File: src/sequencer_pkg.sv
// Summary of operation
// - interrupt low pulse lasts 10 to 250 us
// - shutdown request held 150 us is recognised
// - shutdown request ignored during turn-on blanking
// - shutdown request low at blanking end: disable
// - wait 400 ms after power-down starts, then disable
// - 400 ms lockout between disable and enable
// - first valid on command releases converter enable
// - disable at power-down end or on shutdown
// - mode A high: shutdown also stops diodes
// - interrupt 26 ms into off press, held
// - mode A low: mode B gates primary diode
// - mode A high: mode B edges on/off
// - off debounce is 26 ms plus extension
// - on debounce is 26 ms plus extension
// - disabled diode driver forced to off
// - primary switch off drives status low
// - release then 26 ms press asserts interrupt
// - press held full off debounce starts power-down
// - extend edge restarts the 400 ms wait
// - on debounce press releases converter enable
package sequencer_pkg;

  localparam int CLOCK_PERIOD_NS = 100;
  localparam int TICK_NS         = 10000;
  localparam int TICK_CYCLES     = TICK_NS / CLOCK_PERIOD_NS;
  localparam int DEBOUNCE_MS     = 26;
  localparam int EXT_STEP_MS     = 1;
  localparam int BLANK_MS        = 400;
  localparam int OFF_WAIT_MS     = 400;
  localparam int LOCKOUT_MS      = 400;
  localparam int KILL_MIN_US     = 150;
  localparam int INT_PULSE_US    = 50;
  localparam int INT_MIN_US      = 10;

  localparam int CNT_W = 16;
  localparam logic [CNT_W-1:0] DEBOUNCE_TICKS_DEF =
    CNT_W'(DEBOUNCE_MS * 1000000 / TICK_NS);
  localparam logic [CNT_W-1:0] EXT_STEP_TICKS_DEF =
    CNT_W'(EXT_STEP_MS * 1000000 / TICK_NS);
  localparam logic [CNT_W-1:0] BLANK_TICKS_DEF =
    CNT_W'(BLANK_MS * 1000000 / TICK_NS);
  localparam logic [CNT_W-1:0] OFF_WAIT_TICKS_DEF =
    CNT_W'(OFF_WAIT_MS * 1000000 / TICK_NS);
  localparam logic [CNT_W-1:0] LOCKOUT_TICKS_DEF =
    CNT_W'(LOCKOUT_MS * 1000000 / TICK_NS);
  localparam logic [CNT_W-1:0] KILL_TICKS =
    CNT_W'((KILL_MIN_US * 1000 + TICK_NS - 1) / TICK_NS);
  localparam logic [CNT_W-1:0] INT_PULSE_TICKS =
    CNT_W'(INT_PULSE_US * 1000 / TICK_NS);
  localparam int INT_MIN_CYCLES = (INT_MIN_US * 1000 + CLOCK_PERIOD_NS - 1) / CLOCK_PERIOD_NS;

  localparam int ADDR_W = 8;
  localparam int DATA_W = 32;
  localparam logic [ADDR_W-1:0] CTRL_ADDR   = 8'h00;
  localparam logic [ADDR_W-1:0] STATUS_ADDR = 8'h04;
  localparam logic [7:0] ON_EXT_RST  = 8'h00;
  localparam logic [7:0] OFF_EXT_RST = 8'h00;
  localparam int ON_EXT_POS  = 0;
  localparam int OFF_EXT_POS = 8;

  // pin order: extend, mode B, mode A, shutdown request, button
  localparam int PIN_W = 5;
  localparam logic [PIN_W-1:0] PIN_RST = 5'h03;

  typedef enum logic [2:0] {
    S_OFF    = 3'b000,
    S_ON_DB  = 3'b001,
    S_BLANK  = 3'b010,
    S_RUN    = 3'b011,
    S_OFF_DB = 3'b100,
    S_WAIT   = 3'b101
  } seq_state_t;

  typedef struct packed {
    logic [7:0] offExt;
    logic [7:0] onExt;
  } ctrl_t;

  typedef struct packed {
    logic       primaryOn;
    logic       secondaryOn;
    logic       lockoutBusy;
    logic       intActive;
    logic       enReleased;
    seq_state_t state;
  } status_t;

endpackage

File: src/input_sync.sv
`timescale 1ns/1ps
module input_sync
  import sequencer_pkg::*;
#(
  parameter int             W         = 1,
  parameter logic [W-1:0]   RESET_VAL = '0
) (
  input  wire logic         clock,
  input  wire logic         reset,
  input  wire logic [W-1:0] d,
  output logic      [W-1:0] q
);
  logic [W-1:0] s1_r;
  logic [W-1:0] s2_r;
  logic [W-1:0] s3_r;

  always_ff @(posedge clock or posedge reset) begin
    if (reset) begin
      s1_r <= RESET_VAL;
      s2_r <= RESET_VAL;
      s3_r <= RESET_VAL;
    end else begin
      s1_r <= d;
      s2_r <= s1_r;
      s3_r <= s2_r;
    end
  end

  // a bit moves only once the last two stages agree
  always_ff @(posedge clock or posedge reset) begin
    if (reset) begin
      q <= RESET_VAL;
    end else begin
      q <= (s2_r & s3_r) | (q & (s2_r ^ s3_r));
    end
  end
endmodule // input_sync

File: src/pushbutton_power_sequencer.sv
`timescale 1ns/1ps
module pushbutton_power_sequencer
  import sequencer_pkg::*;
#(
  parameter logic [CNT_W-1:0] DEBOUNCE_TICKS = DEBOUNCE_TICKS_DEF,
  parameter logic [CNT_W-1:0] EXT_STEP_TICKS = EXT_STEP_TICKS_DEF,
  parameter logic [CNT_W-1:0] BLANK_TICKS    = BLANK_TICKS_DEF,
  parameter logic [CNT_W-1:0] OFF_WAIT_TICKS = OFF_WAIT_TICKS_DEF,
  parameter logic [CNT_W-1:0] LOCKOUT_TICKS  = LOCKOUT_TICKS_DEF
) (
  input  wire logic              clock,
  input  wire logic              reset,
  input  wire logic [ADDR_W-1:0] address,
  input  wire logic [DATA_W-1:0] writeData,
  input  wire logic              writeStrobe,
  input  wire logic              readStrobe,
  output logic      [DATA_W-1:0] readData,
  input  wire logic              buttonInN,
  input  wire logic              shutdownReqN,
  input  wire logic              modeSelectA,
  input  wire logic              modeSelectB,
  input  wire logic              activityExtendIn,
  output logic                   converterEnableOut,
  output logic                   converterEnableOe,
  output logic                   interruptOut,
  output logic                   interruptOe,
  output logic                   primaryGateDrive,
  output logic                   secondaryGateDrive,
  output logic                   primaryPathOffFlagN,
  output logic                   primaryPathOffOe
);

  logic [PIN_W-1:0] pins;
  logic             btnN;
  logic             killN;
  logic             modeA;
  logic             modeB;
  logic             extend;

  input_sync #(
    .W         (PIN_W),
    .RESET_VAL (PIN_RST)
  ) u_sync (
    .clock (clock),
    .reset (reset),
    .d     ({activityExtendIn, modeSelectB, modeSelectA, shutdownReqN, buttonInN}),
    .q     (pins)
  );

  assign {extend, modeB, modeA, killN, btnN} = pins;

  // previous levels for edge detection
  logic btnN_r;
  logic modeB_r;
  logic extend_r;

  always_ff @(posedge clock or posedge reset) begin
    if (reset) begin
      btnN_r   <= 1'b1;
      modeB_r  <= 1'b0;
      extend_r <= 1'b0;
    end else begin
      btnN_r   <= btnN;
      modeB_r  <= modeB;
      extend_r <= extend;
    end
  end

  logic btnFall;
  logic onCmd;
  logic offCmd;
  logic extEdge;
  logic pbAllowed;

  assign btnFall   = btnN_r & ~btnN;
  assign onCmd     = modeA & modeB & ~modeB_r;
  assign offCmd    = modeA & ~modeB & modeB_r;
  assign extEdge   = extend ^ extend_r;
  // with mode A high the button acts only while mode B is high
  assign pbAllowed = ~modeA | modeB;

  // one shared timebase for every interval
  logic [7:0] tickDiv_r;
  logic       tick;

  assign tick = (tickDiv_r == 8'(TICK_CYCLES - 1));

  always_ff @(posedge clock or posedge reset) begin
    if (reset) begin
      tickDiv_r <= 8'h00;
    end else if (tick) begin
      tickDiv_r <= 8'h00;
    end else begin
      tickDiv_r <= tickDiv_r + 8'h01;
    end
  end

  // registers
  ctrl_t   ctrl_r;
  status_t status;

  always_ff @(posedge clock or posedge reset) begin
    if (reset) begin
      ctrl_r.onExt  <= ON_EXT_RST;
      ctrl_r.offExt <= OFF_EXT_RST;
    end else if (writeStrobe && address == CTRL_ADDR) begin
      ctrl_r.onExt  <= writeData[ON_EXT_POS +: 8];
      ctrl_r.offExt <= writeData[OFF_EXT_POS +: 8];
    end
  end

  // shutdown request must stay low for a filter span before it counts
  logic [CNT_W-1:0] killLow_r;
  logic             killTrip;

  assign killTrip = (killLow_r == KILL_TICKS);

  always_ff @(posedge clock or posedge reset) begin
    if (reset) begin
      killLow_r <= '0;
    end else if (killN) begin
      killLow_r <= '0;
    end else if (tick && !killTrip) begin
      killLow_r <= killLow_r + CNT_W'(1);
    end
  end

  // sequencer
  seq_state_t       state_r;
  seq_state_t       state_nxt;
  logic [CNT_W-1:0] timer_r;
  logic [CNT_W-1:0] lockout_r;
  logic [CNT_W-1:0] onTarget;
  logic [CNT_W-1:0] offTarget;
  logic             timerRestart;

  // extension counts one step per unit on top of the fixed debounce
  assign onTarget  = DEBOUNCE_TICKS + CNT_W'(ctrl_r.onExt) * EXT_STEP_TICKS;
  assign offTarget = DEBOUNCE_TICKS + CNT_W'(ctrl_r.offExt) * EXT_STEP_TICKS;

  always_comb begin
    state_nxt = state_r;
    case (state_r)
      S_OFF: begin
        if (lockout_r == '0) begin
          if (onCmd) begin
            state_nxt = S_BLANK;
          end else if (pbAllowed && !btnN) begin
            state_nxt = S_ON_DB;
          end
        end
      end
      S_ON_DB: begin
        if (btnN || !pbAllowed) begin
          state_nxt = S_OFF;
        end else if (timer_r >= onTarget) begin
          state_nxt = S_BLANK;
        end
      end
      S_BLANK: begin
        // shutdown request is not looked at until blanking ends
        if (timer_r >= BLANK_TICKS) begin
          state_nxt = killN ? S_RUN : S_OFF;
        end
      end
      S_RUN: begin
        if (killTrip) begin
          state_nxt = S_OFF;
        end else if (offCmd) begin
          state_nxt = S_WAIT;
        end else if (pbAllowed && btnFall) begin
          state_nxt = S_OFF_DB;
        end
      end
      S_OFF_DB: begin
        if (killTrip) begin
          state_nxt = S_OFF;
        end else if (offCmd) begin
          state_nxt = S_WAIT;
        end else if (btnN || !pbAllowed) begin
          state_nxt = S_RUN;
        end else if (timer_r >= offTarget) begin
          state_nxt = S_WAIT;
        end
      end
      S_WAIT: begin
        if (killTrip || timer_r >= OFF_WAIT_TICKS) begin
          state_nxt = S_OFF;
        end
      end
      default: begin
        state_nxt = S_OFF;
      end
    endcase
  end

  always_ff @(posedge clock or posedge reset) begin
    if (reset) begin
      state_r <= S_OFF;
    end else begin
      state_r <= state_nxt;
    end
  end

  // an extend edge during the wait starts the wait over
  assign timerRestart = (state_nxt != state_r) || (state_r == S_WAIT && extEdge);

  always_ff @(posedge clock or posedge reset) begin
    if (reset) begin
      timer_r <= '0;
    end else if (timerRestart) begin
      timer_r <= '0;
    end else if (tick && timer_r != '1) begin
      timer_r <= timer_r + CNT_W'(1);
    end
  end

  logic enDrive_nxt;

  assign enDrive_nxt = (state_nxt == S_OFF) || (state_nxt == S_ON_DB);

  always_ff @(posedge clock or posedge reset) begin
    if (reset) begin
      converterEnableOe <= 1'b1;
    end else begin
      converterEnableOe <= enDrive_nxt;
    end
  end

  always_ff @(posedge clock or posedge reset) begin
    if (reset) begin
      lockout_r <= '0;
    end else if (enDrive_nxt && !converterEnableOe) begin
      lockout_r <= LOCKOUT_TICKS;
    end else if (tick && lockout_r != '0) begin
      lockout_r <= lockout_r - CNT_W'(1);
    end
  end

  // interrupt: held while requested, and never shorter than one pulse span
  logic             intReq;
  logic [CNT_W-1:0] intHold_r;

  // entering the wait raises the interrupt together with the state, not a cycle late
  assign intReq = (state_nxt == S_WAIT) ||
                  (state_r == S_OFF_DB && timer_r >= DEBOUNCE_TICKS);

  always_ff @(posedge clock or posedge reset) begin
    if (reset) begin
      interruptOe <= 1'b0;
    end else if (intReq) begin
      interruptOe <= 1'b1;
    end else if (intHold_r == '0) begin
      interruptOe <= 1'b0;
    end
  end

  always_ff @(posedge clock or posedge reset) begin
    if (reset) begin
      intHold_r <= '0;
    end else if (intReq && !interruptOe) begin
      intHold_r <= INT_PULSE_TICKS;
    end else if (tick && intHold_r != '0) begin
      intHold_r <= intHold_r - CNT_W'(1);
    end
  end

  // ideal diode enables
  logic sysOn;
  logic primOn_nxt;
  logic secOn_nxt;
  logic killCut;

  assign sysOn = !enDrive_nxt;
  // the shutdown request is blind during blanking, for the diodes too
  assign killCut = killTrip && (state_r != S_BLANK);

  always_comb begin
    if (modeA) begin
      primOn_nxt = sysOn && !killCut;
      secOn_nxt  = sysOn && !killCut;
    end else begin
      primOn_nxt = !modeB;
      secOn_nxt  = 1'b1;
    end
  end

  always_ff @(posedge clock or posedge reset) begin
    if (reset) begin
      primaryGateDrive   <= 1'b0;
      secondaryGateDrive <= 1'b0;
      primaryPathOffOe   <= 1'b1;
    end else begin
      primaryGateDrive   <= primOn_nxt;
      secondaryGateDrive <= secOn_nxt;
      primaryPathOffOe   <= !primOn_nxt;
    end
  end

  assign converterEnableOut  = 1'b0;
  assign interruptOut        = 1'b0;
  assign primaryPathOffFlagN = 1'b0;

  always_comb begin
    status.primaryOn   = primaryGateDrive;
    status.secondaryOn = secondaryGateDrive;
    status.lockoutBusy = (lockout_r != '0);
    status.intActive   = interruptOe;
    status.enReleased  = !converterEnableOe;
    status.state       = state_r;
  end

  always_ff @(posedge clock or posedge reset) begin
    if (reset) begin
      readData <= '0;
    end else if (readStrobe && address == CTRL_ADDR) begin
      readData <= DATA_W'(ctrl_r);
    end else if (readStrobe && address == STATUS_ADDR) begin
      readData <= DATA_W'(status);
    end else begin
      readData <= '0;
    end
  end

  logic [15:0] intLen_r;

  always_ff @(posedge clock or posedge reset) begin
    if (reset) begin
      intLen_r <= '0;
    end else if (interruptOe) begin
      intLen_r <= (intLen_r == '1) ? intLen_r : intLen_r + 16'h0001;
    end else begin
      intLen_r <= '0;
    end
  end
endmodule // pushbutton_power_sequencer

File: config.mk
export PLATFORM = sky130hd
export DESIGN_NAME = pushbutton_power_sequencer
export DESIGN_NICKNAME = d
export VERILOG_FILES = /design/src/sequencer_pkg.sv /design/src/input_sync.sv /design/src/pushbutton_power_sequencer.sv
export SDC_FILE = /design/constraint.sdc
export NUM_CORES = 1
export LEC_CHECK = 0
export ABC_AREA = 0
export BUFFER_PORTS_ARGS = -buffer_cell sky130_fd_sc_hd__buf_2
export CAP_MARGIN = 30
export CORE_MARGIN = 2
export CORE_UTILIZATION = 55
export DETAILED_ROUTE_END_ITERATION = 16
export PLACE_DENSITY_LB_ADDON = 0.12
export REMOVE_ABC_BUFFERS = 1
export SYNTH_ARGS = -nofsm -noshare
export SYNTH_HDL_FRONTEND = slang
export SYNTH_SLANG_ARGS = --single-unit
export TNS_END_PERCENT = 30
File: constraint.sdc
create_clock -name clock -period 13.95 [get_ports clock]
set_input_delay 2.0925 -clock clock [delete_from_list [all_inputs] [get_ports clock]]
set_output_delay 2.0925 -clock clock [all_outputs]
set_load 0.005 [all_outputs]
# Yosys cells after proc, flatten, opt, wreduce, memory -nomap -nowiden
# Index checks and enable logic that the tools add are counted.
[totals]
word_cells = 134
out_inout_bits = 40
reg_bits = 151
[classes]
eq_ne = 13
reduce_logical = 41
n_bitwise = 15
n_mul = 2
addsub = 7
order_cmp = 4
n_mux = 31
[op_table]
columns = ["cell", "n"]
rows = [
  ["$mux W16", 9],
  ["$mux W3", 14],
  ["$add A12 B15 Y16 const A", 2],
  ["$add A16 B1 Y16 const B", 2],
  ["$ge A16 B16 Y1", 2],
  ["$logic_not A16 Y1", 2],
  ["$reduce_bool A16 Y1", 2],
  ["$sub A16 B1 Y16 const B", 2],
  ["$mul A8 B5 Y13 const B", 2],
  ["$pmux W3 S6", 1],
  ["$eq A16 B4 Y1 const B", 1],
  ["$ge A16 B12 Y1 const B", 1],
  ["$ge A16 B16 Y1 const B", 1],
  ["$mux W8", 2],
  ["$ne A16 B16 Y1 const B", 1],
  ["$logic_and A1 B1 Y1", 15],
  ["$and A5 B5 Y5", 2],
  ["$reduce_bool A2 Y1", 5],
  ["$eq A3 B3 Y1 const B", 3],
  ["$logic_not A1 Y1", 9],
  ["$add A8 B1 Y8 const B", 1],
  ["$eq A8 B3 Y1 const B", 1],
  ["$eq A8 B7 Y1 const B", 1],
  ["$logic_not A8 Y1", 1],
  ["other kinds (14)", 31],
]

# Longest topological paths before layout
# Gate-level depths: netlist of the first run.
[depth]
ltp_word = 14
depth_mapped = 21
ltp_nobuf = 20

# Cells and area by module
# Synthesis of the first run repeated with hierarchy kept, for this count alone.
[unflattened]
cells_unflattened = 866
area_unflattened_um2 = 8515.7
[by_module_without_submodules]
columns = ["mod", "seq_area_each_um2", "area_per_inst_um2", "instances", "cells_per_inst"]
rows = [
  ["pushbutton_power_sequencer", 2881.5, 7901.3, 1, 835],
  ["input_sync", 510.5, 614.3, 1, 31],
]

# Worst setup path before layout of the first run
# No wires, ideal clock.
[synth_timing]
path_kind = "flip-flop to flip-flop"
start = "reg ctrl_r[9] (netlist name)"
end = "reg timer_r[1]"
path_stages_with_launch = 21
slack_ns = 8.961
setup_time_ns = 0.080
t_arrival_ns = 4.908
path_buffers = 1
period_less_slack_ns = 4.989
path_cell_list = "dfrtp_1 -> ha_1 -> ha_1 -> fa_1 -> ha_1 -> a21oi_1 -> a21boi_0 -> o21a_1 -> o41a_1 -> xnor2_1 -> a211oi_1 -> xnor2_1 -> ha_1 -> nand2_1 -> o21ai_0 -> a211oi_1 -> a2111oi_0 -> a211o_1 -> mux2_4 -> buf_6 -> nor3_2"
[synth_via]
elab_chain_len = 11
word_cells_on_any_way = 12
classes_between = "add/sub: 1; mul: 1; order compare: 1; eq/ne: 1; mux: 6; reduce/logical: 2"
[synth_rtl]
columns = ["element", "line", "source"]
rows = [
  ["start, declared", "pushbutton_power_sequencer.sv:99", "ctrl_t ctrl_r;"],
  ["$mul A8 B5 Y13 *", "pushbutton_power_sequencer.sv:139", "assign offTarget = DEBOUNCE_TICKS + CNT_W'(ctrl_r.offExt) * EXT_STEP_TICKS;"],
  ["$add A12 B15 Y16 *", "pushbutton_power_sequencer.sv:139", ""],
  ["$ge A16 B16 Y1 *", "pushbutton_power_sequencer.sv:182", "end else if (timer_r >= offTarget) begin"],
  ["$mux W3 *", "pushbutton_power_sequencer.sv:182", ""],
  ["$mux W3 *", "pushbutton_power_sequencer.sv:180", "end else if (btnN || !pbAllowed) begin"],
  ["$mux W3 *", "pushbutton_power_sequencer.sv:178", "end else if (offCmd) begin"],
  ["$mux W3 *", "pushbutton_power_sequencer.sv:176", "if (killTrip) begin"],
  ["$pmux W3 S6 *", "pushbutton_power_sequencer.sv:143", "case (state_r)"],
  ["net state_nxt[0]", "pushbutton_power_sequencer.sv:130", "seq_state_t state_nxt;"],
  ["$ne A3 B3 Y1 *", "pushbutton_power_sequencer.sv:206", "assign timerRestart = (state_nxt != state_r) || (state_r == S_WAIT && extEdge);"],
  ["$logic_or A1 B1 Y1 *", "pushbutton_power_sequencer.sv:206", ""],
  ["$mux W16 / $reduce_bool A2 Y1 (equally long branches)", "--", ""],
  ["end signal, assigned", "pushbutton_power_sequencer.sv:214", "timer_r <= timer_r + CNT_W'(1);"],
  ["end, declared", "pushbutton_power_sequencer.sv:131", "logic [CNT_W-1:0] timer_r;"],
]
# The timed path passes the listed nets; every way through them passes the cells marked *.
# A chain may end at the register's enable or synchronous reset.

# Final worst setup path of the first run
[layout_timing]
start = "reg ctrl_r[9] (netlist name)"
end = "reg intHold_r[11]"
[layout_via]
elab_chain_len = 12
word_cells_on_any_way = 13
classes_between = "add/sub: 1; mul: 1; order compare: 1; eq/ne: 1; mux: 6; reduce/logical: 3"
[layout_rtl]
columns = ["element", "line", "source"]
rows = [
  ["$mul A8 B5 Y13 *", "pushbutton_power_sequencer.sv:139", ""],
  ["$add A12 B15 Y16 *", "pushbutton_power_sequencer.sv:139", ""],
  ["$ge A16 B16 Y1 *", "pushbutton_power_sequencer.sv:182", ""],
  ["$mux W3 *", "pushbutton_power_sequencer.sv:182", ""],
  ["$mux W3 *", "pushbutton_power_sequencer.sv:180", ""],
  ["$mux W3 *", "pushbutton_power_sequencer.sv:178", ""],
  ["$mux W3 *", "pushbutton_power_sequencer.sv:176", ""],
  ["$pmux W3 S6 *", "pushbutton_power_sequencer.sv:143", ""],
  ["$eq A3 B3 Y1 *", "pushbutton_power_sequencer.sv:245", "assign intReq = (state_nxt == S_WAIT) ||"],
  ["$logic_or A1 B1 Y1 *", "pushbutton_power_sequencer.sv:245", ""],
  ["$logic_and A1 B1 Y1 *", "pushbutton_power_sequencer.sv:261", "end else if (intReq && !interruptOe) begin"],
  ["$mux W16 / $reduce_bool A2 Y1 (equally long branches)", "--", ""],
  ["end signal, assigned", "pushbutton_power_sequencer.sv:264", "intHold_r <= intHold_r - CNT_W'(1);"],
  ["end, declared", "pushbutton_power_sequencer.sv:242", "logic [CNT_W-1:0] intHold_r;"],
]
# Every way passes the cells marked *; elsewhere a longest branch is shown, timed or not.

==> results.md, run 1 <==
- The flow ran to the end, and the final reports show no timing, DRC or antenna violations.
- The synthesized design contains 0 enable-type register cells.
- Fill cells in the final layout number 1246.
- Headroom to the max-slew limit came out at a little over a third.
- The total iterations of the first detailed-routing run is 8.
- The critical path runs through a total of 19 cells.
- The gate count of the mapped netlist is between 800 and 900.
- At the worst endpoint, the arrival time is ~6 ns.
- The area of the die is 0.0167 mm^2.
- Among the stages of the critical path, the cell type that occurs most often is sky130_fd_sc_hd__ha_1.
- No sink is reached through more buffers than the 2 on the longest clock path.
- The final-report max-slew violation count is 0.
- For the worst-skew pair, the clock arrives at the later sink with an insertion delay of 0.43 ns.
- The final setup TNS is 0 ns.
- The placement row count is 45.
- In the synthesized netlist the async set-or-reset flop fraction comes to 100%.
- The minimum clock period after layout is 5.69 ns.
- The clock tree skew after final layout is 0.0131 ns.
- In the post-synthesis netlist, the biggest area contributors are sky130_fd_sc_hd__dfrtp_1 36%, sky130_fd_sc_hd__ha_1 14%, sky130_fd_sc_hd__xor2_1 5.1%, sky130_fd_sc_hd__xnor2_1 4.5%, sky130_fd_sc_hd__nor2_1 3.8%.
- The final count of negative-setup-slack endpoints is 0.
- STA classifies the critical path startpoint as a flop.
- The sequential-to-total area share from yosys stat is 39.4%.
- The die is 129 um tall.
- The congestion estimate from routability-driven global placement came to 0.858.
- The maximum level of the CTS H-tree is 4.
- The x dimension of the die is 129 um.
- TritonCTS built the clock tree.
- The number of maximum-capacitance constraint violations is 0.
- The initial antenna violation count is 0.
- The count of nets after finishing is about 1100.
- Clock-pin slew was measured on the worst setup and hold paths at approximately 0.070 ns.
- The routed wire length is 17900 um.
- The mean instance size in the synthesized netlist is 9.81 um^2.
- Cells fill 62.9% of the core in the end.
- The number of nets with antenna violations after detailed routing is 0.
- For this run, design rule violations remaining after detail routing come to 0.
- The fraction of layout cells with a size suffix above 1 is 14.0%.
- sky130_fd_sc_hd__dfrtp_1 takes more of the synthesized area than any other cell.
- STA classifies the critical path endpoint as a flop.
- At the pin with the least slew margin, the transition time is 0.960 ns.
- The family with the most delay on the worst path is compound AO/OA/AOI/OAI gates.
- CTS saw approximately 140 sinks.
- The final instance area is 0.00960 mm^2.
- The netlist uses 61 different library cells.
- The pin count of the biggest net entering global routing is 71.
- The finished layout holds ~1200 standard cells, fillers aside.
- The via count of the first global-routing pass is 6282.
- By instance count, the leading cell after synthesis is sky130_fd_sc_hd__dfrtp_1.
- The tightest min-delay check is of the flop to flop type.
- The largest single stage delay on the critical path is 0.74 ns.
- Post-CTS timing repair inserted 0 buffers for setup.
- The most used flip-flop cell after synthesis is sky130_fd_sc_hd__dfrtp_1.
- In the final routed layout, each cell accounts on average for 15.4 um.
- The count of placed standard cells including taps is 1126.
- For this configuration, the core starts out at a cell density of 56.5%.
- The library cell contributing the largest single delay on the critical path is sky130_fd_sc_hd__nor2_1.
- The final route contains 6471 vias.
- The count of buffering cells on the critical path with inverters included is 0.
- The footprint of the multi-input gates is 0.00495 mm^2.
- The pre-CTS setup slack is 8.28 ns.
- In this run, the number of DRC markers left after iteration 0 of detailed routing was 406.
- The master cell of the clock root buffer is sky130_fd_sc_hd__clkbuf_16.
- The total overflow left after global routing is 0.
- Pin placement for this block handled 89 I/O pins.
- Of all nets on the critical path, the largest fanout is 14.
- The length in cells of the worst reg-to-reg path is 19.
- The standard cell area after detailed placement is 0.00902 mm^2.
- The tightest hold path in the finished design has a slack of 0.357 ns.
- The total power per unit cell area is 112 mW/mm^2.
- Setup slack closes at a little over 8 ns.
- The share of synthesized area in the top cell type comes to a little over a third.
- The flip-flop and latch count after synthesis is ~140.
- Setup repair after global routing left no endpoint under its margin.
- The final critical path takes up 40.8% of the cycle.
- The number of warnings reported in the yosys synthesis log is 0.
- After clock tree synthesis, the flow added hold-fix buffers numbering 0.
- Traced cell by cell, the critical path runs through ha_1, ha_1, fa_1, ha_1, a21oi_1, a21boi_0, o21a_1, o41a_1, xnor2_1, a211oi_1, xnor2_1, ha_1, nand2_1, nor2_1, o211ai_1, a2111oi_0, a2111oi_2, nor2_1, nor2_1.
- The total half-perimeter wirelength after legalization and detailed placement is 12900 um.
- At the worst endpoint, the required time is 14.22 ns.
- Derived from the worst setup path, the maximum achievable clock frequency is 176 MHz.
- The number of failing hold endpoints at the final stage was 0.
- The number of clock buffers added by TritonCTS is 17.
- The growth of design area from synthesis to finish is 11.4%.
- 0 antenna diodes ended up in the layout.
- Sorting the synthesized cells by how often they occur yields 124 x sky130_fd_sc_hd__dfrtp_1, 97 x sky130_fd_sc_hd__ha_1, 88 x sky130_fd_sc_hd__nor2_1.
- The register cell area after layout is 0.00339 mm^2.
- The number of cells on the worst hold path is 0.
- Global routing used 23.0% of the available tracks.
- The post-synthesis instance area is between 0.008 and 0.009 mm^2.
- The classification of the worst setup path is flop to flop.
- The total power after layout is 1.08 mW.
- The first global-routing pass estimated 30200 um of wire.
- The via density per instance is roughly 5.6.
- The worst-case IR drop observed on VDD is 103 uV.
- The post-cts resize count is 0.
- The quantity of I/O buffers inserted on ports is between 50 and 60.
- The floorplan core area is 0.0153 mm^2.
- The analysis attributes to cell leakage a power of 4.69 nW.
==> kinds of logic (layout without fill, tap and decap cells) <==
logic type / Yosys count / in the layout / synth area share, %
adders and majority gates: 103 / 103 / 15.5
muxes: 25 / 25 / 3.19
AOI/OAI and AO/OA: 108 / 108 / 7.90
other: 1 / 19 / 0.0435
DFF: 135 / 135 / 39.4
xor gates and xnor gates: 94 / 94 / 9.55
buffers and inverters: 69 / 121 / 3.95
and+or+nand+nor: 343 / 343 / 20.5
==> power breakdown <==
group / internal [mW] / total [mW] / switching, mW
combinational: 0.0745 / 0.196 / 0.122
sequential: 0.414 / 0.445 / 0.0305
clock: 0.238 / 0.437 / 0.199
==> layout make-up <==
type / instances / area share (%)
clock buffers: 17 / 4.43
clock inverters: 15 / 1.60
inverters: 32 / 1.30
multi-input cells: 692 / 51.6
flip-flops and latches: 135 / 35.3
well taps: 211 / 2.75
repair buffers: 57 / 3.02
==> cell usage in the layout (no fill, tap or decap), drive strengths merged, types with 3 or more instances in the layout <==
cell type	synthesis	layout
mux2i	8	8
xnor2	44	44
clkinv	0	4
xor2	50	50
a21oi	30	30
nand4	15	15
dfstp	11	11
mux2	17	17
dfrtp	124	124
or4	10	10
buf	22	57
conb	1	19
nand3b	8	8
nor3	45	45
nand2	69	69
and2	10	10
o211ai	5	5
a21o	9	9
nor2b	8	8
nor4	15	15
o21a	3	3
nand3	33	33
fa	6	6
or3	12	12
a31oi	4	4
nor2	88	88
nand2b	12	12
a21boi	4	4
o21ai	32	32
a211oi	5	5
clkbuf	15	17
inv	32	41
and3	7	7
ha	97	97
==> layer usage <==
| metal | global-route usage [%] | routed length [um] | up-vias |
|---|---|---|---|
| met4 | 7.03 | 200 | 0 |
| li1 | - | - | 3172 |
| met5 | 0 | 0 | - |
| met2 | 37.7 | 8630 | 170 |
| met3 | 5.37 | 953 | 24 |
| met1 | 30.5 | 8080 | 3105 |
==> worst paths after layout <==
path | startpoint | to | slack, ns
worst min-delay path | u_sync.s1_r[1] | u_sync.s2_r[1] | 0.36
max in group asynchronous | reset | state_r[2] | 10.96
worst max-delay path | ctrl_r[9] | intHold_r[11] | 8.26
worst min register to register | u_sync.s1_r[1] | u_sync.s2_r[1] | 0.36
worst max register to register | ctrl_r[9] | intHold_r[11] | 8.26
min in group asynchronous | reset | intHold_r[7] | 1.75
==> registers in the layout (all words and copies together), names as in the netlist, 8 cells and up <==
name / count
killLow_r: 16
lockout_r: 16
ctrl_r: 16
intHold_r: 16
tickDiv_r: 8
readData: 16
timer_r: 16
Note: power is estimated with default switching activity, not from simulation.
==> run 2, diff against run 1 <==
Settings changed: ABC_AREA 0 to 1.
Clock period 13.95 ns to 5.52 ns, I/O delays scaled along.
==> results.md, run 2 <==
- The maximum count of clock buffers along a single path is 2.
- The terminus of the critical flop-to-flop path is timer_r[11].
- The floorplan has 47 rows.
- The die boundary height is 133 um.
- After synthesis the cells add up to 0.00909 mm^2.
- The worst register-to-register path begins at ctrl_r[9].
- The initial antenna violation count was 0.
- The number of clock buffers added by TritonCTS is 17.
- The cell count after synthesis came out at between 1000 and 1500.
- The number of cells on the worst hold path is 0.
- The slew at the pin closest to its max-slew limit is 0.997 ns.
- Of all nets on the critical path, the largest fanout is 16.
- The critical path ends at timer_r[11].
- The pin count of the biggest net entering global routing is 90.
- The clock-pin transition on the worst setup and hold timing paths is 0.06 ns.
- The class of the tightest hold or removal check is flop to flop.
- The core region is 0.0163 mm^2.
- The number of primary I/O pins is ~90.
- Hold timing on the final database bottoms out at a slack of 0.350 ns.
- In the post-route analysis, the smallest setup slack over all paths is approximately 0.51 ns.
- Of the post-synthesis cell area, the dominant cell type holds 34.1%.
- The number of inserted diodes is 0.
- The maximum level of the CTS H-tree is 4.
- After the first detailed-routing iteration, the DRC count stood at 468.
- The number of clock sinks seen by CTS is 135.
- Setup violations remaining at the end of the flow were counted as 0.
- Ranked by instance count, the synthesized netlist is headed by 187 x sky130_fd_sc_hd__nand2_1, 143 x sky130_fd_sc_hd__inv_1, 124 x sky130_fd_sc_hd__dfrtp_1.
- The number of nets with antenna violations after detailed routing is 0.
- The critical path launch point is ctrl_r[9].
- The number of failing hold endpoints at the final stage is 0.
- The number of warnings reported in the yosys synthesis log is 0.
- The flow ran to the end, and the final reports show no timing, DRC or antenna violations.
- Of all flip-flops after synthesis, the portion carrying an async set or reset was 100%.
- The worst max-slew margin expressed relative to the limit is 32.9%.
- Sequential cells were found to cover 37.3% of the synthesized design area.
- The length in cells of the worst reg-to-reg path is 24.
- The root buffer cell chosen for the clock tree is sky130_fd_sc_hd__clkbuf_16.
- Of the cells placed in the final design, the portion with a size suffix greater than 1 is 12.1%.
- The final setup TNS is 0 ns.
- The placer's final routability congestion estimate is 0.881.
- The x dimension of the die is roughly 130 um.
- The endpoint arrival time on the critical path is 5.30 ns.
- Compared with the post-synthesis result, the final layout area differs by 11.0%.
- The number of maximum-capacitance constraint violations is 0.
- The routed wire length is 18500 um.
- Dividing the detail-routed via count by the number of cells gives 5.18.
- The average detailed-routed wire length per instance is between 10 and 15 um.
- The final-report max-slew violation count was 0.
- The via count of the first global-routing pass came to 6814.
- TritonCTS built the clock tree.
- By startpoint and endpoint, the worst setup path is classified as flop to flop.
- After layout, the worst path uses 90.7% of the clock period.
- The worst setup path is captured at a flop.
- The mean instance size in the synthesized netlist is 8.28 um^2.
- For this run, the post-layout net count is 1312.
- The startpoint class of the critical path is a flop.
- After legalization and detailed placement, the total HPWL measured 13500 um.
- In the global route stage, overall resource usage came out at between 20% and 30%.
- The total power per unit cell area is 331 mW/mm^2.
- In this run, synthesis inferred 0 flip-flops with an integrated enable.
- Setup slack on the worst reg-to-reg path comes out at 0.51 ns.
- The total iterations of the first detailed-routing run is 5.
- The total of hold buffers inserted after clock tree synthesis is 0.
- The routed layout has 7209 vias.
- The area of the die is 0.0176 mm^2.
- The static leakage power is 5.25 nW.
- The most frequently used cell type in the post-synthesis netlist is sky130_fd_sc_hd__nand2_1.
- The quantity of I/O buffers inserted on ports is 53.
- The total overflow left after global routing is 0.
- The clock tree skew after final layout is 0.00706 ns.
- At the later pin of the worst-skew pair, clock insertion delay measures 0.43 ns.
- Of all cell types, the one taking the most synthesized area is sky130_fd_sc_hd__dfrtp_1.
- For the worst setup path, the data required time is 5.81 ns.
- Among all flip-flop cells after synthesis, the most frequent one is sky130_fd_sc_hd__dfrtp_1.
- Before CTS, the worst setup slack after placement is 0.493 ns.
- The peak ir drop on the vdd network is 263 uV.
- The DRC violation count after routing is 0.
- Sorting the synthesized cells by area gives the leading types as sky130_fd_sc_hd__dfrtp_1 34%, sky130_fd_sc_hd__ha_1 13%, sky130_fd_sc_hd__nand2_1 7.7%, sky130_fd_sc_hd__inv_1 5.9%, sky130_fd_sc_hd__xor2_1 5.8%.
- The flip-flop and latch count after synthesis is roughly 140.
- The minimum clock period after layout is 5.01 ns.
- Setup repair after global routing left no endpoint under its margin.
- Based on the critical path, the design can be clocked at up to 200 MHz.
- The first global-routing pass estimated about 32000 um of wire.
- The effective utilization at floorplan is 55.6%.
- Leaving out fill and tap cells, the most frequent cell in the layout is sky130_fd_sc_hd__nand2_1.
- In the layout the commonest cells are 186 x sky130_fd_sc_hd__nand2_1, 142 x sky130_fd_sc_hd__inv_1, 124 x sky130_fd_sc_hd__dfrtp_1, 107 x sky130_fd_sc_hd__nor2_1, 97 x sky130_fd_sc_hd__ha_1.
- Counting distinct cell types in the post-synthesis netlist gives 52.
-- run 2: logic make-up after synthesis --
group           after synthesis  share of synthesized area [%]
compound gates              127                           7.87
xor+xnor                     73                           7.03
fa+ha+maj                   103                           14.7
buf+inv                     185                           8.80
flops                       135                           37.3
other cells                   1                         0.0413
simple gates                474                           24.3
-- run 2: worst min-delay path by stage --
stage                    from        endpoint  slack (ns)
3_5_place_dp   u_sync.s1_r[4]  u_sync.s2_r[4]        0.34
4_1_cts        u_sync.s1_r[3]  u_sync.s2_r[3]        0.35
2_1_floorplan  u_sync.s1_r[2]  u_sync.s2_r[2]        0.33
5_1_grt        u_sync.s1_r[1]  u_sync.s2_r[1]        0.36
6_report       u_sync.s1_r[3]  u_sync.s2_r[3]        0.35
3_3_place_gp   u_sync.s1_r[3]  u_sync.s2_r[3]        0.33
-- run 2: through the flow --
step	power [mW]	util, %	cells	instance area [um^2]
final	3.35	61.7	1393	10100
after global routing	3.61	61.7	1393	10100
after CTS	3.38	61.7	1393	10100
after detailed placement	2.23	58.1	1361	9500
after global placement	2.21	58.1	1361	9500
after floorplan	1.97	-	1085	8940
-- run 2: what timing repair did --
| action | in CTS | in global routing |
|---|---|---|
| buffers inserted | 0 | 0 |
| setup endpoints to repair | 0 | 9 |
| resized for setup | 0 | 1 |
-- run 2: final cells by class --
class / count / area [um^2]
inverter: 154 / 583
timing repair buffer: 56 / 288
tap: 220 / 275
fill: 1453 / 6260
sequential: 135 / 3390
clock inverter: 12 / 119
multi-input combinational: 796 / 4970
clock buffer: 20 / 467
-- run 2: routing by layer --
metal	vias up	wire, um	global-route usage [%]
met5	-	0	0
met3	26	736	4.67
met1	3329	8940	31.3
met4	0	297	7.41
met2	137	8520	35.7
li1	3717	-	-
-- run 2: critical path, cell delays in order, from the launching register on --
cell,delay [ns]
sky130_fd_sc_hd__dfrtp_1,0.44
sky130_fd_sc_hd__ha_1,0.35
sky130_fd_sc_hd__ha_1,0.30
sky130_fd_sc_hd__ha_1,0.32
sky130_fd_sc_hd__fa_1,0.47
sky130_fd_sc_hd__xor2_1,0.27
sky130_fd_sc_hd__nand2_1,0.14
sky130_fd_sc_hd__o31ai_1,0.38
sky130_fd_sc_hd__nand2_1,0.10
sky130_fd_sc_hd__nand2_1,0.12
sky130_fd_sc_hd__nand3_1,0.09
sky130_fd_sc_hd__xor2_1,0.16
sky130_fd_sc_hd__ha_1,0.27
sky130_fd_sc_hd__nand2_1,0.07
sky130_fd_sc_hd__inv_1,0.04
sky130_fd_sc_hd__nand2_1,0.05
sky130_fd_sc_hd__nand2_1,0.05
sky130_fd_sc_hd__a21oi_1,0.24
sky130_fd_sc_hd__nand2_1,0.09
sky130_fd_sc_hd__o21bai_1,0.13
sky130_fd_sc_hd__nand3_1,0.12
sky130_fd_sc_hd__nor2_2,0.16
sky130_fd_sc_hd__nand2_1,0.08
sky130_fd_sc_hd__nand2_2,0.31
sky130_fd_sc_hd__nor3_1,0.12
-- run 2: power breakdown --
group / internal (mW) / switching [mW] / total (mW)
Combinational: 0.393 / 0.730 / 1.12
Sequential: 1.05 / 0.0522 / 1.10
Clock: 0.661 / 0.460 / 1.12
==> run 3, diff against run 2 <==
Settings changed: ABC_AREA 1 to not set, PLACE_DENSITY_LB_ADDON 0.12 to 0.3.
==> results.md, run 3 (synthesis results as in run 1) <==
- The flow ran to the end, and the final reports show no timing, DRC or antenna violations.
- The first routing iteration left 458 violations.
- For the worst setup path, the data arrival time is 5.68 ns.
- Entering global routing, the biggest net connects 87 pins.
- The effective utilization at floorplan is 56.5%.
- Along the worst hold path, the cell count comes to 0.
- The aggregate global routing overflow is 0.
- The highest fanout seen on the critical path is 8.
- The final layout contains routed wiring with a total length of between 15000 and 20000 um.
- The worst max-slew margin expressed relative to the limit is 31.0%.
- The endpoint type of the worst setup path is a flop.
- For hold timing, the worst endpoint is u_sync.s2_r[3].
- For the worst setup path, the data required time is 5.87 ns.
- The maximum count of clock buffers along a single path is 2.
- In this run the number of H-tree levels came out at 4.
- The initial antenna violation count came to 0.
- The cell occurring most often along the worst timing path is sky130_fd_sc_hd__ha_1.
- The highest cell delay on the worst timing path is 0.50 ns.
- The floorplan core area is roughly 0.015 mm^2.
- The HPWL after detailed placement is 12500 um.
- Between clock sinks in the finished design, the worst skew comes to 0.00612 ns.
- VDD sags by at most ~280 uV.
- The detailed route wirelength on metal3 is approximately 730 um.
- The floorplan has 45 rows.
- From left edge to right edge, the die measures 129 um.
- Setup violations remaining at the end of the flow were counted as 0.
- The worst setup path is of the flop to flop kind.
- The quantity of I/O buffers inserted on ports is between 50 and 60.
- The final critical-path setup slack is 0.184 ns.
- Counting the buffers created by CTS gives 17.
- The top achievable clock speed is between 150 and 200 MHz.
- For this design, the slowest cell found on the critical path is sky130_fd_sc_hd__or4_1.
- The first global-routing pass estimated 29900 um of wire.
- Counting every sink on the clock net gives about 140.
- The number of failing hold endpoints at the final stage came to 0.
- The startpoint of the most critical register-to-register path is ctrl_r[9].
- Summed over all nets, wire length on met2 after detailed routing comes to between 8000 and 9000 um.
- After routing the design area is 0.00975 mm^2.
- In this run the critical register-to-register path is captured at timer_r[14].
- The clock insertion delay at the later pin of the skew report is 0.44 ns.
- The top cell types in the final layout, fill and taps aside, are 123 x sky130_fd_sc_hd__dfrtp_1, 97 x sky130_fd_sc_hd__ha_1, 86 x sky130_fd_sc_hd__nor2_1, 69 x sky130_fd_sc_hd__nand2_1, 54 x sky130_fd_sc_hd__buf_2.
- After clock tree synthesis, the flow added hold-fix buffers numbering 0.
- The total iterations of the first detailed-routing run is 5.
- The number of maximum-capacitance constraint violations is 0.
- The minimum clock period after layout is about 5.3 ns.
- The most frequent standard cell in the layout excluding fill and tap cells is sky130_fd_sc_hd__dfrtp_1.
- The final-report max-slew violation count is 0.
- Of the available clock period, the critical path in the final layout requires 96.7%.
- In this run the remaining antenna-violating nets after routing total 0.
- CTS placed an instance of sky130_fd_sc_hd__clkbuf_16 at the clock tree root.
- The slew at the pin closest to its max-slew limit is 1.03 ns.
- The routed layout has 6534 vias.
- The flop-to-flop setup slack is 0.18 ns.
- The via density per instance is 5.61.
- The number of primary I/O pins is 89.
- The average detailed-routed wire length per instance is about 15 um.
- The total power per unit cell area is about 300 mW/mm^2.
- The TritonCTS clock tree is yes.
- The number of fillers in the final layout is 1233.
- For this design the static power due to leakage is 4.75 nW.
- The startpoint class of the critical path is a flop.
- The via count of the first global-routing pass is 6243.
- Relative to the synthesized area, the layout overhead comes to 13.2%.
- The fraction of layout cells with a size suffix above 1 is about 16%.
- In the routed design, unresolved DRC markers number 0.
- From bottom edge to top edge, the die measures 129 um.
- The overall fraction of global-route tracks in use is 22.7%.
- The placer's final routability congestion estimate is 0.835.
- OpenSTA, run right after detailed placement, puts the worst setup slack at -0.0343 ns.
- In the final routing, the length of wire on met1 measures 8300 um.
- The final layout contains approximately 1100 nets.
- The uppermost signal routing layer after detailed routing is met4.
- The length in cells of the worst reg-to-reg path is 19.
- The startpoint identified for the worst hold timing path is u_sync.s1_r[3].
- Traced cell by cell, the critical path runs through ha_1, ha_1, ha_1, fa_1, a21o_1, a21oi_2, o21ai_0, nor4_1, nor3_1, xnor2_1, nand3_1, ha_1, or4_1, a211oi_2, a2111oi_2, buf_4, a211o_4, mux2_4, nor3_1.
- The number of inserted diodes is 0.
- Setup repair after global routing could not meet its margin everywhere.
- After clock tree synthesis, the clock-pin slew on the worst setup and hold paths is approximately 0.06 ns.
- The standard cell area after detailed placement is 0.00906 mm^2.
- The die covers 0.0167 mm^2.
- The min-delay analysis places its worst path in the category flop to flop.
run 3: changes by cell type in the layout (fill, tap and decap cells not counted), moves of 12 or more:
cell / previous run / this run
sky130_fd_sc_hd__or3_1: 0 / 12
sky130_fd_sc_hd__xnor2_1: 13 / 43
sky130_fd_sc_hd__mux2_2: 0 / 16
sky130_fd_sc_hd__nand2_1: 186 / 69
sky130_fd_sc_hd__nor2_1: 107 / 86
sky130_fd_sc_hd__nand3_1: 65 / 33
sky130_fd_sc_hd__nand4_1: 30 / 15
sky130_fd_sc_hd__inv_1: 142 / 31
sky130_fd_sc_hd__a21oi_1: 57 / 29
sky130_fd_sc_hd__nand2b_1: 0 / 12
run 3: report_power, final:
group	internal, mW	switching (mW)	leakage [nW]
registers	1.05	0.0773	1.75
clock network	0.721	0.475	0.297
logic	0.219	0.328	2.69
run 3: cell type report:
cell class / count / area, um^2 / area share, %
Clock buffer: 17 / 425 / 4.36
Inverter: 32 / 125 / 1.28
Clock inverter: 15 / 191 / 1.96
Timing Repair Buffer: 62 / 330 / 3.39
Tap cell: 211 / 264 / 2.71
Sequential cell: 135 / 3390 / 34.8
Multi-Input combinational cell: 693 / 5020 / 51.5
run 3: metrics by stage:
step / std cells / utilization (%) / power, mW / setup TNS (ns) / hold slack (ns)
floorplan: 859 / - / 1.47 / 0 / 0.331
global placement: 1130 / 59.3 / 1.63 / 0 / 0.332
detailed placement: 1131 / 59.4 / 1.64 / -0.136 / 0.336
CTS: 1163 / 63.4 / 2.85 / 0 / 0.350
global route: 1165 / 63.9 / 2.99 / -0.454 / 0.350
finish: 1165 / 63.9 / 2.87 / 0 / 0.348
run 3: how the worst max path moves through the flow:
stage                           from            end  slack [ns]  cells after the start
final                      ctrl_r[9]    timer_r[14]        0.18                     19
after global routing       ctrl_r[9]    timer_r[11]       -0.06                     19
after CTS                 ctrl_r[10]    timer_r[14]        0.09                     20
after detailed placement   ctrl_r[9]   intHold_r[7]       -0.03                     20
after global placement     ctrl_r[9]  intHold_r[11]        0.07                     20
after floorplan            ctrl_r[9]  intHold_r[11]        0.57                     19
run 3: metal layers:
| metal | vias to the layer above | track usage [%] |
|---|---|---|
| met3 | 27 | 4.83 |
| met5 | - | 0 |
| met2 | 140 | 37.0 |
| met4 | 0 | 7.23 |
| li1 | 3185 | - |
| met1 | 3182 | 30.3 |
run 3: critical path, delay by kind of cell (launching register included):
family / cells / cell delay [ns]
AOI/OAI and AO/OA: 6 / 1.15
muxes: 1 / 0.38
buffers and inverters: 1 / 0.19
and+or+nand+nor: 5 / 1.16
DFF: 1 / 0.45
adders and majority gates: 5 / 1.68
xor gates and xnor gates: 1 / 0.22
run 3: what timing repair did:
action,in CTS,in global routing
buffers inserted,0,1
setup endpoints to repair,14,45
cloned,0,1
resized for setup,1,13
pin swaps,0,2
